===== src/hw/kwu_map.vh =====
// Register map and field layout of the keypad wake unit
`ifndef KWU_MAP_VH
`define KWU_MAP_VH
`define KWU_OFS_STATUS_CONTROL 4'h0
`define KWU_OFS_PIN_ENABLE     4'h4
`define KWU_OFS_PIN_POLARITY   4'h8
`define KWU_BIT_SENSE_MODE     0
`define KWU_BIT_IRQ_MASK       1
`define KWU_BIT_REQUEST_ACK    2
`define KWU_BIT_PENDING_FLAG   3
`define KWU_NUM_PINS           6
`define KWU_RST_PIN_ENABLE     6'h00
`define KWU_RST_PIN_POLARITY   6'h00
`define KWU_RST_SENSE_MODE     1'b0
`define KWU_RST_IRQ_MASK       1'b0
`define KWU_RESP_OKAY          2'h0
`define KWU_RESP_SLVERR        2'h2
`endif


===== src/hw/kwu_keypad_wake_unit.v =====
// Keypad wake interrupt unit with AXI4-Lite register slave
`include "kwu_map.vh"

// Functional notes
// Enabled asserted pin sets pending flag
// Mask bit blocks interrupt output when one
// Unmasked request wakes from wait mode
// Unmasked request wakes from stop mode
// Break clears allowed when clear enable set
// Break without clear enable keeps status
// Two-step clear holds across protected break
// Each pin has own enable and polarity
// Enabled pin turns on matching pull device
// Pending flag read-only, mask independent
// Acknowledge write-only, clears request, reads zero
// Sense mode: one edge+level, zero edge
// Pin enable bit admits pin to detection
// Reserved enable bit reads zero
// Polarity one high/rising, zero low/falling
// Level mode clears after deassert and ack
// Edge ignored while other pin asserted
// Reset clears request and sense mode
// Low sense pulls up, high sense pulls down
// Pins synchronised by two flip-flops
module kwu_keypad_wake_unit (
  input  wire        i_clock,
  input  wire        i_arst_n,
  input  wire [5:0]  i_keypad_input_pins,
  input  wire        i_vector_fetch_ack,
  input  wire        i_break_state,
  input  wire        i_break_clear_enable,
  input  wire [3:0]  i_s_axi_awaddr,
  input  wire        i_s_axi_awvalid,
  output wire        o_s_axi_awready,
  input  wire [31:0] i_s_axi_wdata,
  input  wire [3:0]  i_s_axi_wstrb,
  input  wire        i_s_axi_wvalid,
  output wire        o_s_axi_wready,
  output reg  [1:0]  o_s_axi_bresp,
  output reg         o_s_axi_bvalid,
  input  wire        i_s_axi_bready,
  input  wire [3:0]  i_s_axi_araddr,
  input  wire        i_s_axi_arvalid,
  output wire        o_s_axi_arready,
  output reg  [31:0] o_s_axi_rdata,
  output reg  [1:0]  o_s_axi_rresp,
  output reg         o_s_axi_rvalid,
  input  wire        i_s_axi_rready,
  output wire        o_irq_request,
  output wire        o_wake_request,
  output reg  [5:0]  o_pull_up_en,
  output reg  [5:0]  o_pull_down_en,
  output reg  [5:0]  o_dir_input_force
);
  // Control register state
  reg  [5:0]  pin_enable_q;
  reg  [5:0]  pin_polarity_q;
  reg         sense_mode_q;
  reg         irq_mask_q;

  // Request latch and its acknowledge memory
  reg         latch_q;
  reg         latch_d;
  reg         ack_seen_q;
  reg         ack_seen_d;
  reg  [5:0]  asserted_q;

  // Write channel holding registers
  reg         aw_held_q;
  reg  [3:0]  aw_addr_q;
  reg         w_held_q;
  reg  [31:0] w_data_q;
  reg  [3:0]  w_strb_q;

  // Pin detection nets
  wire [5:0]  pin_sync;
  wire [5:0]  asserted;
  wire [5:0]  rise;
  wire        any_asserted;
  wire        edge_hit;
  wire        edge_set;
  wire        level_set;
  wire        level_done;

  // Bus and acknowledge nets
  wire        do_write;
  wire        ack_pulse;
  wire        sw_ack;
  wire        clear_ok;
  wire        request_out;
  wire        pending;
  wire [3:0]  wr_addr;
  wire [31:0] wr_data;

  // Read multiplexer and write response select
  reg  [31:0] rd_word;
  reg  [1:0]  rd_resp;
  reg         wr_okay;

  // Pin synchroniser
  kwu_pin_sync u_sync (
    .i_clock  (i_clock),
    .i_arst_n (i_arst_n),
    .i_async  (i_keypad_input_pins),
    .o_sync   (pin_sync)
  );

  // Per-pin assertion by polarity and enable
  genvar g;
  generate
    for (g = 0; g < `KWU_NUM_PINS; g = g + 1) begin : g_pin
      assign asserted[g] = pin_enable_q[g] &
                           ~(pin_sync[g] ^ pin_polarity_q[g]);
      assign rise[g]     = asserted[g] & ~asserted_q[g];
      always @* begin
        o_pull_up_en[g]      = pin_enable_q[g] & ~pin_polarity_q[g];
        o_pull_down_en[g]    = pin_enable_q[g] & pin_polarity_q[g];
        o_dir_input_force[g] = pin_enable_q[g];
      end
    end
  endgenerate
  // Pull device follows polarity when enabled

  // Last cycle's detection state for edge finding
  always @(posedge i_clock or negedge i_arst_n) begin
    if (!i_arst_n) begin
      asserted_q <= 6'h00;
    end else begin
      asserted_q <= asserted;
    end
  end

  // Any enabled pin currently asserted
  assign any_asserted = |asserted;
  // Edge counts only when no other enabled pin was asserted last cycle and still is
  assign edge_hit = (|rise) & ~(|(asserted_q & asserted));

  // AXI4-Lite write path: address and data taken in either order
  assign o_s_axi_awready = ~aw_held_q & ~o_s_axi_bvalid;
  assign o_s_axi_wready  = ~w_held_q & ~o_s_axi_bvalid;
  assign o_s_axi_arready = ~o_s_axi_rvalid;
  assign wr_addr  = aw_held_q ? aw_addr_q : i_s_axi_awaddr;
  assign wr_data  = w_held_q ? w_data_q : i_s_axi_wdata;
  assign do_write = (aw_held_q | (i_s_axi_awvalid & o_s_axi_awready)) &
                    (w_held_q | (i_s_axi_wvalid & o_s_axi_wready)) &
                    ~o_s_axi_bvalid;

  wire       strb0 = w_held_q ? w_strb_q[0] : i_s_axi_wstrb[0];
  wire       ctl_wr = do_write & strb0 &
                      (wr_addr == `KWU_OFS_STATUS_CONTROL);
  // Acknowledge may clear status in break only with clear enable
  assign clear_ok  = ~i_break_state | i_break_clear_enable;
  assign sw_ack    = ctl_wr & wr_data[`KWU_BIT_REQUEST_ACK];
  assign ack_pulse = (sw_ack | i_vector_fetch_ack) & clear_ok;

  // Only mapped offsets answer OKAY
  always @* begin
    case (wr_addr)
      `KWU_OFS_STATUS_CONTROL,
      `KWU_OFS_PIN_ENABLE,
      `KWU_OFS_PIN_POLARITY: wr_okay = 1'b1;
      default:               wr_okay = 1'b0;
    endcase
  end

  // Write handshake and response
  always @(posedge i_clock or negedge i_arst_n) begin
    if (!i_arst_n) begin
      aw_held_q      <= 1'b0;
      aw_addr_q      <= 4'h0;
      w_held_q       <= 1'b0;
      w_data_q       <= 32'h00000000;
      w_strb_q       <= 4'h0;
      o_s_axi_bvalid <= 1'b0;
      o_s_axi_bresp  <= `KWU_RESP_OKAY;
    end else begin
      if (do_write) begin
        aw_held_q      <= 1'b0;
        w_held_q       <= 1'b0;
        o_s_axi_bvalid <= 1'b1;
        o_s_axi_bresp  <= wr_okay ? `KWU_RESP_OKAY : `KWU_RESP_SLVERR;
      end else begin
        if (i_s_axi_awvalid & o_s_axi_awready) begin
          aw_held_q <= 1'b1;
          aw_addr_q <= i_s_axi_awaddr;
        end
        if (i_s_axi_wvalid & o_s_axi_wready) begin
          w_held_q <= 1'b1;
          w_data_q <= i_s_axi_wdata;
          w_strb_q <= i_s_axi_wstrb;
        end
        if (o_s_axi_bvalid & i_s_axi_bready) begin
          o_s_axi_bvalid <= 1'b0;
        end
      end
    end
  end

  // Control registers; reset clears the sense mode
  always @(posedge i_clock or negedge i_arst_n) begin
    if (!i_arst_n) begin
      pin_enable_q   <= `KWU_RST_PIN_ENABLE;
      pin_polarity_q <= `KWU_RST_PIN_POLARITY;
      sense_mode_q   <= `KWU_RST_SENSE_MODE;
      irq_mask_q     <= `KWU_RST_IRQ_MASK;
    end else if (do_write & strb0) begin
      case (wr_addr)
        `KWU_OFS_STATUS_CONTROL: begin
          sense_mode_q <= wr_data[`KWU_BIT_SENSE_MODE];
          irq_mask_q   <= wr_data[`KWU_BIT_IRQ_MASK];
        end
        `KWU_OFS_PIN_ENABLE:   pin_enable_q   <= wr_data[5:0];
        `KWU_OFS_PIN_POLARITY: pin_polarity_q <= wr_data[5:0];
        default: ;
      endcase
    end
  end

  // Set sources: a fresh edge, or in level mode any asserted pin
  assign edge_set   = edge_hit;
  assign level_set  = sense_mode_q & any_asserted;

  // Level release needs ack and quiet pins, in either order
  // A remembered ack cannot finish the clear inside a break without clear enable
  assign level_done = ~any_asserted & (ack_pulse | ack_seen_q) & clear_ok;

  // Request latch: a new detection wins over a same-cycle acknowledge
  always @* begin
    latch_d = latch_q;
    if (edge_set | level_set) begin
      latch_d = 1'b1;
    end else if (sense_mode_q) begin
      if (level_done) begin
        latch_d = 1'b0;
      end
    end else if (ack_pulse) begin
      latch_d = 1'b0;
    end
  end

  // Acknowledge memory for level mode; a new edge forgets it
  always @* begin
    ack_seen_d = ack_seen_q;
    if (~latch_d) begin
      ack_seen_d = 1'b0;
    end else if (edge_set) begin
      ack_seen_d = 1'b0;
    end else if (ack_pulse) begin
      ack_seen_d = 1'b1;
    end
  end

  always @(posedge i_clock or negedge i_arst_n) begin
    if (!i_arst_n) begin
      latch_q    <= 1'b0;
      ack_seen_q <= 1'b0;
    end else begin
      latch_q    <= latch_d;
      ack_seen_q <= ack_seen_d;
    end
  end

  // Flag and request both follow the latch, mask aside
  assign pending        = latch_q;
  assign request_out    = latch_q;
  assign o_irq_request  = request_out & ~irq_mask_q;
  // Wake from wait or stop uses the same unmasked request
  assign o_wake_request = request_out & ~irq_mask_q;

  // Read path
  always @* begin
    rd_word = 32'h00000000;
    rd_resp = `KWU_RESP_OKAY;
    case (i_s_axi_araddr)
      `KWU_OFS_STATUS_CONTROL: begin
        rd_word[`KWU_BIT_SENSE_MODE]   = sense_mode_q;
        rd_word[`KWU_BIT_IRQ_MASK]     = irq_mask_q;
        rd_word[`KWU_BIT_PENDING_FLAG] = pending;
      end
      `KWU_OFS_PIN_ENABLE:   rd_word[5:0] = pin_enable_q;
      `KWU_OFS_PIN_POLARITY: rd_word[5:0] = pin_polarity_q;
      default:               rd_resp = `KWU_RESP_SLVERR;
    endcase
  end

  // Read answer register, one cycle after the address
  always @(posedge i_clock or negedge i_arst_n) begin
    if (!i_arst_n) begin
      o_s_axi_rvalid <= 1'b0;
      o_s_axi_rdata  <= 32'h00000000;
      o_s_axi_rresp  <= `KWU_RESP_OKAY;
    end else if (i_s_axi_arvalid & o_s_axi_arready) begin
      o_s_axi_rvalid <= 1'b1;
      o_s_axi_rdata  <= rd_word;
      o_s_axi_rresp  <= rd_resp;
    end else if (o_s_axi_rvalid & i_s_axi_rready) begin
      o_s_axi_rvalid <= 1'b0;
    end
  end
endmodule


===== src/hw/kwu_pin_sync.v =====
// Two-stage synchroniser for the keypad input pins
module kwu_pin_sync (
  input  wire       i_clock,
  input  wire       i_arst_n,
  input  wire [5:0] i_async,
  output wire [5:0] o_sync
);
  reg [5:0] meta_q;
  reg [5:0] sync_q;

  always @(posedge i_clock or negedge i_arst_n) begin
    if (!i_arst_n) begin
      meta_q <= 6'h00;
      sync_q <= 6'h00;
    end else begin
      meta_q <= i_async;
      sync_q <= meta_q;
    end
  end

  assign o_sync = sync_q;
endmodule


===== config.mk =====
export PLATFORM = sky130hd
export DESIGN_NAME = kwu_keypad_wake_unit
export DESIGN_NICKNAME = d
export VERILOG_FILES = /design/src/hw/kwu_keypad_wake_unit.v /design/src/hw/kwu_pin_sync.v
export VERILOG_INCLUDE_DIRS = /design/src /design/src/hw
export SDC_FILE = /design/constraint.sdc
export NUM_CORES = 1
export LEC_CHECK = 0
export BUFFER_PORTS_ARGS = -buffer_cell sky130_fd_sc_hd__buf_2
export CORE_ASPECT_RATIO = 0.5
export CORE_MARGIN = 3
export CORE_UTILIZATION = 39
export DETAILED_ROUTE_END_ITERATION = 10
export GPL_TIMING_DRIVEN = 0
export MAX_ROUTING_LAYER = met4
export PLACE_DENSITY_LB_ADDON = 0.15
export SYNTH_ARGS = -nofsm -noshare
export SYNTH_HDL_FRONTEND = slang
export SYNTH_SLANG_ARGS = --single-unit

===== constraint.sdc =====
create_clock -name i_clock -period 2.5 [get_ports i_clock]
set_input_delay 0.25 -clock i_clock [delete_from_list [all_inputs] [get_ports i_clock]]
set_output_delay 0.25 -clock i_clock [all_outputs]
set_load 0.03 [all_outputs]

==> flow_results.xml <==
<?xml version="1.0" encoding="UTF-8"?>
<metrics>
  <group name="sta">
    <metric name="fin_worst_hold_slack" unit="ns">-0.0125</metric>
    <metric name="fin_setup_tns" unit="ns">0</metric>
    <metric name="final_min_period_over_clock_period" unit="%">85.1</metric>
    <metric name="layout_min_cycle_time" unit="ns">2.13</metric>
    <metric name="timing.slew.headroom" unit="%">26.5</metric>
    <metric name="finalSetupViolCount" unit="">0</metric>
    <metric name="highest_clock_rate" unit="GHz">0.470</metric>
    <metric name="grt_setup_unrepaired" unit="">no</metric>
    <metric name="skew" unit="ns">0.00316</metric>
    <metric name="hold_viol" unit="">13</metric>
    <metric name="timing_max_transition_violations_final" unit="">0</metric>
    <metric name="finalWorstSetupSlack" unit="ns">0.374</metric>
    <metric name="tightestPinTransition" unit="ns">1.08</metric>
  </group>
  <group name="final_layout">
    <metric name="post_route_cells_drive_above_1_share" unit="%">38.8</metric>
    <metric name="final_net_count" unit="">396</metric>
    <metric name="antenna-diode-count" unit="">0</metric>
    <metric name="syn2layout_area_growth" unit="%">29.3</metric>
    <metric name="area.sequential" unit="sq mm">0.00143</metric>
    <metric name="multi_input_area" unit="sq mm">0.00116</metric>
    <metric name="fill_cells" unit="">587</metric>
  </group>
  <group name="clock_tree">
    <metric name="clkSlewWorstSetupHoldPaths" unit="ns">0.05</metric>
    <metric name="clock_sink_count" unit="">57</metric>
    <metric name="post_cts_resize_count" unit="">0</metric>
    <metric name="cts_hold_repair.buffers" unit="">0</metric>
    <metric name="post-cts-setup-buffer-count" unit="">0</metric>
    <metric name="maximum_buffer_depth_of_the_clock_tree" unit="">2</metric>
    <metric name="clock-root-buffer" unit="">sky130_fd_sc_hd__clkbuf_16</metric>
    <metric name="tritoncts" unit="">yes</metric>
    <metric name="htree_levels" unit="">3</metric>
    <metric name="clkLatencyLatePin" unit="ns">0.32</metric>
    <metric name="cts_inserted_buffers" unit="">9</metric>
  </group>
  <group name="floorplan">
    <metric name="floorplan.die.height" unit="microns">65.4</metric>
    <metric name="io-pin-count" unit="">121</metric>
    <metric name="die_area" unit="sq mm">0.00816</metric>
    <metric name="core-area" unit="sq mm">0.00643</metric>
    <metric name="start_util" unit="%">42.8</metric>
    <metric name="die_w" unit="microns">125</metric>
    <metric name="floorplan.rows" unit="">20</metric>
  </group>
  <group name="drt">
    <metric name="drcViolationCount" unit="">0</metric>
    <metric name="routed_via_density" unit="">4.53</metric>
    <metric name="routed_wire_length" unit="microns">5750</metric>
    <metric name="firstDrtPassIters" unit="">4</metric>
    <metric name="vias" unit="">1937</metric>
    <metric name="dr.first_iter.drc_count" unit="">63</metric>
    <metric name="ant_nets_after_route" unit="">0</metric>
    <metric name="routed_wire_length_per_instance" unit="microns">13.4</metric>
  </group>
  <group name="power">
    <metric name="peakVddDrop" unit="mV">0.481</metric>
    <metric name="total_leakage_power" unit="nW">1.81</metric>
    <metric name="powerDensity" unit="mW/mm^2">1120</metric>
  </group>
  <group name="yosys">
    <metric name="synth_enable_flop_cells" unit="">0</metric>
    <metric name="synth.cell_area" unit="sq mm">0.00275</metric>
    <metric name="post-synth-top-area-cell" unit="">sky130_fd_sc_hd__dfrtp_1</metric>
    <metric name="synth_cells" unit="">236</metric>
    <metric name="synth_flop_cell" unit="">sky130_fd_sc_hd__dfrtp_1</metric>
    <metric name="synth.top_cells.by_count" unit="">sky130_fd_sc_hd__dfrtp_1, sky130_fd_sc_hd__buf_4, sky130_fd_sc_hd__mux2_1</metric>
    <metric name="ys_ff_latch" unit="">57</metric>
    <metric name="yosys.cell_types.count" unit="">44</metric>
    <metric name="synth_top_area_share" unit="%">51.8</metric>
    <metric name="syn_avg_cell_area" unit="sq um">11.7</metric>
    <metric name="synthesis.yosys.warnings" unit="">0</metric>
    <metric name="synth.top_cells.by_area" unit="">sky130_fd_sc_hd__dfrtp_1, sky130_fd_sc_hd__buf_4, sky130_fd_sc_hd__mux2_1</metric>
    <metric name="async_reset_ff_share" unit="%">100</metric>
    <metric name="synth_sequential_area_ratio" unit="%">51.8</metric>
    <metric name="yosysMostFrequentCell" unit="">sky130_fd_sc_hd__dfrtp_1</metric>
  </group>
  <group name="min_path">
    <metric name="holdCritPathClass" unit="">input port to async pin</metric>
  </group>
  <group name="worst_setup_path">
    <metric name="setup.worst_path.end_class" unit="">flip-flop</metric>
    <metric name="worst_r2r_startpoint" unit="">aw_held_q$_DFFE_PN0P_</metric>
    <metric name="timing.critical_path.from_type" unit="">flip-flop</metric>
    <metric name="cp.required" unit="ns">2.70</metric>
    <metric name="critical_path.reg2reg.endpoint" unit="">pin_polarity_q[5]$_DFFE_PN0P_</metric>
    <metric name="r2r_setup_slack" unit="ns">0.37</metric>
    <metric name="worst-setup-path-type" unit="">flip-flop to flip-flop</metric>
    <metric name="timing.critical_path.fanout_max" unit="">10</metric>
    <metric name="timing.reg2reg.worst_path_depth" unit="">5</metric>
    <metric name="cp_data_arrival_time" unit="ns">2.33</metric>
  </group>
  <group name="global_routing">
    <metric name="pin_count_of_the_biggest_net_entering_global_routing" unit="">58</metric>
    <metric name="grt_first_pass_wirelength" unit="microns">9740</metric>
    <metric name="grt-ovfl-total" unit="">0</metric>
    <metric name="first_global_vias" unit="">1950</metric>
    <metric name="grt.total_usage" unit="%">15.8</metric>
    <metric name="number_of_antenna_violations_at_the_first_check_in_global_routing" unit="">0</metric>
  </group>
  <group name="run_status">
    <metric name="run_status" unit="">finished with violations</metric>
    <metric name="failed_checks" unit="">hold timing</metric>
  </group>
  <group name="placed_design">
    <metric name="worst_setup_slack_post_dpl" unit="ns">0.373</metric>
    <metric name="place.gp.congestion" unit="">0.776</metric>
    <metric name="port_buffers" unit="">62</metric>
    <metric name="place_hpwl" unit="microns">4320</metric>
  </group>
  <group name="job">
    <metric name="maxCapViolCount" unit="">0</metric>
  </group>
</metrics>
-- logic make-up (layout without fill, tap and decap cells) --
group	count (synthesis)	count (layout)	synth area share, %
and+or+nand+nor	64	64	13.6
DFF	57	57	51.8
buffers and inverters	41	118	9.73
muxes	35	35	14.1
AOI/OAI and AO/OA	32	32	8.69
xor gates and xnor gates	6	6	1.91
other	1	28	0.136
-- placed cells by master, fill, tap and decap left out, types with 4 or more instances in the layout --
| master | instances |
|---|---|
| sky130_fd_sc_hd__nand3_1 | 6 |
| sky130_fd_sc_hd__dfrtp_1 | 57 |
| sky130_fd_sc_hd__inv_1 | 6 |
| sky130_fd_sc_hd__nor2b_1 | 7 |
| sky130_fd_sc_hd__clkbuf_1 | 4 |
| sky130_fd_sc_hd__mux2_1 | 20 |
| sky130_fd_sc_hd__a22o_1 | 6 |
| sky130_fd_sc_hd__xnor2_1 | 6 |
| sky130_fd_sc_hd__buf_4 | 31 |
| sky130_fd_sc_hd__nor2_1 | 11 |
| sky130_fd_sc_hd__mux2_2 | 11 |
| sky130_fd_sc_hd__mux2i_1 | 4 |
| sky130_fd_sc_hd__buf_2 | 62 |
| sky130_fd_sc_hd__and2_1 | 8 |
| sky130_fd_sc_hd__clkbuf_16 | 9 |
| sky130_fd_sc_hd__nand2_1 | 11 |
| sky130_fd_sc_hd__o21ai_0 | 7 |
| sky130_fd_sc_hd__conb_1 | 28 |
-- flip-flops by register name, summed over array words and instances (netlist names), 4 cells and up --
name and count:
asserted_q 6, o_dir_input_force 6, o_s_axi_rdata 6, pin_polarity_q 6, u_sync.meta_q 6, u_sync.o_sync 6
w_data_q 6, aw_addr_q 4
-- routing by layer --
metal	track usage, %	wire (microns)	vias up
met5	-	0	-
met4	4.37	52	0
met3	6.33	390	6
met2	22.2	2440	62
met1	21.3	2870	911
li1	-	-	958
-- power breakdown --
part / leakage [nW] / switching, mW / total [mW] / internal, mW
sequential: 0.712 / 0.244 / 1.43 / 1.19
combinational: 0.956 / 0.825 / 1.42 / 0.594
clock: 0.144 / 0.386 / 1.12 / 0.738
total: 1.81 / 1.46 / 3.97 / 2.52
-- critical path, stage by stage, from the launching register on --
cell                      delay [ns]
sky130_fd_sc_hd__dfrtp_1        0.41
sky130_fd_sc_hd__buf_2          0.20
sky130_fd_sc_hd__o32ai_2        0.30
sky130_fd_sc_hd__nand3_1        0.28
sky130_fd_sc_hd__nor2_2         0.43
sky130_fd_sc_hd__mux2_2         0.38
-- metrics by stage --
step	power [mW]	std cells	cell area [sq um]	utilization (%)
3_3_place_gp	2.83	413	3270	50.9
4_1_cts	4.01	428	3550	55.3
3_5_place_dp	2.87	413	3270	50.9
6_report	3.97	428	3560	55.3
5_1_grt	4.22	428	3560	55.3
2_1_floorplan	2.47	263	2850	-
-- worst max path at each step --
stage	startpoint	cells after the start	endpoint
2_1_floorplan	o_s_axi_bvalid$_DFFE_PN0P_	4	w_data_q[0]$_DFFE_PN0P_
3_3_place_gp	aw_held_q$_DFFE_PN0P_	5	pin_polarity_q[5]$_DFFE_PN0P_
3_5_place_dp	aw_held_q$_DFFE_PN0P_	5	pin_polarity_q[5]$_DFFE_PN0P_
4_1_cts	aw_held_q$_DFFE_PN0P_	5	pin_polarity_q[5]$_DFFE_PN0P_
5_1_grt	aw_held_q$_DFFE_PN0P_	5	pin_polarity_q[1]$_DFFE_PN0P_
6_report	aw_held_q$_DFFE_PN0P_	5	pin_polarity_q[5]$_DFFE_PN0P_
-- area by class of cell --
type	instances	share of cell area (%)
buffer	35	6.89
clock buffer	12	7.49
clock inverter	3	0.422
inverter	6	0.633
multi-input combinational	165	32.6
sequential	57	40.1
tap	88	3.10
timing repair buffer	62	8.79
No activity file was read; power rests on OpenSTA's default activity.
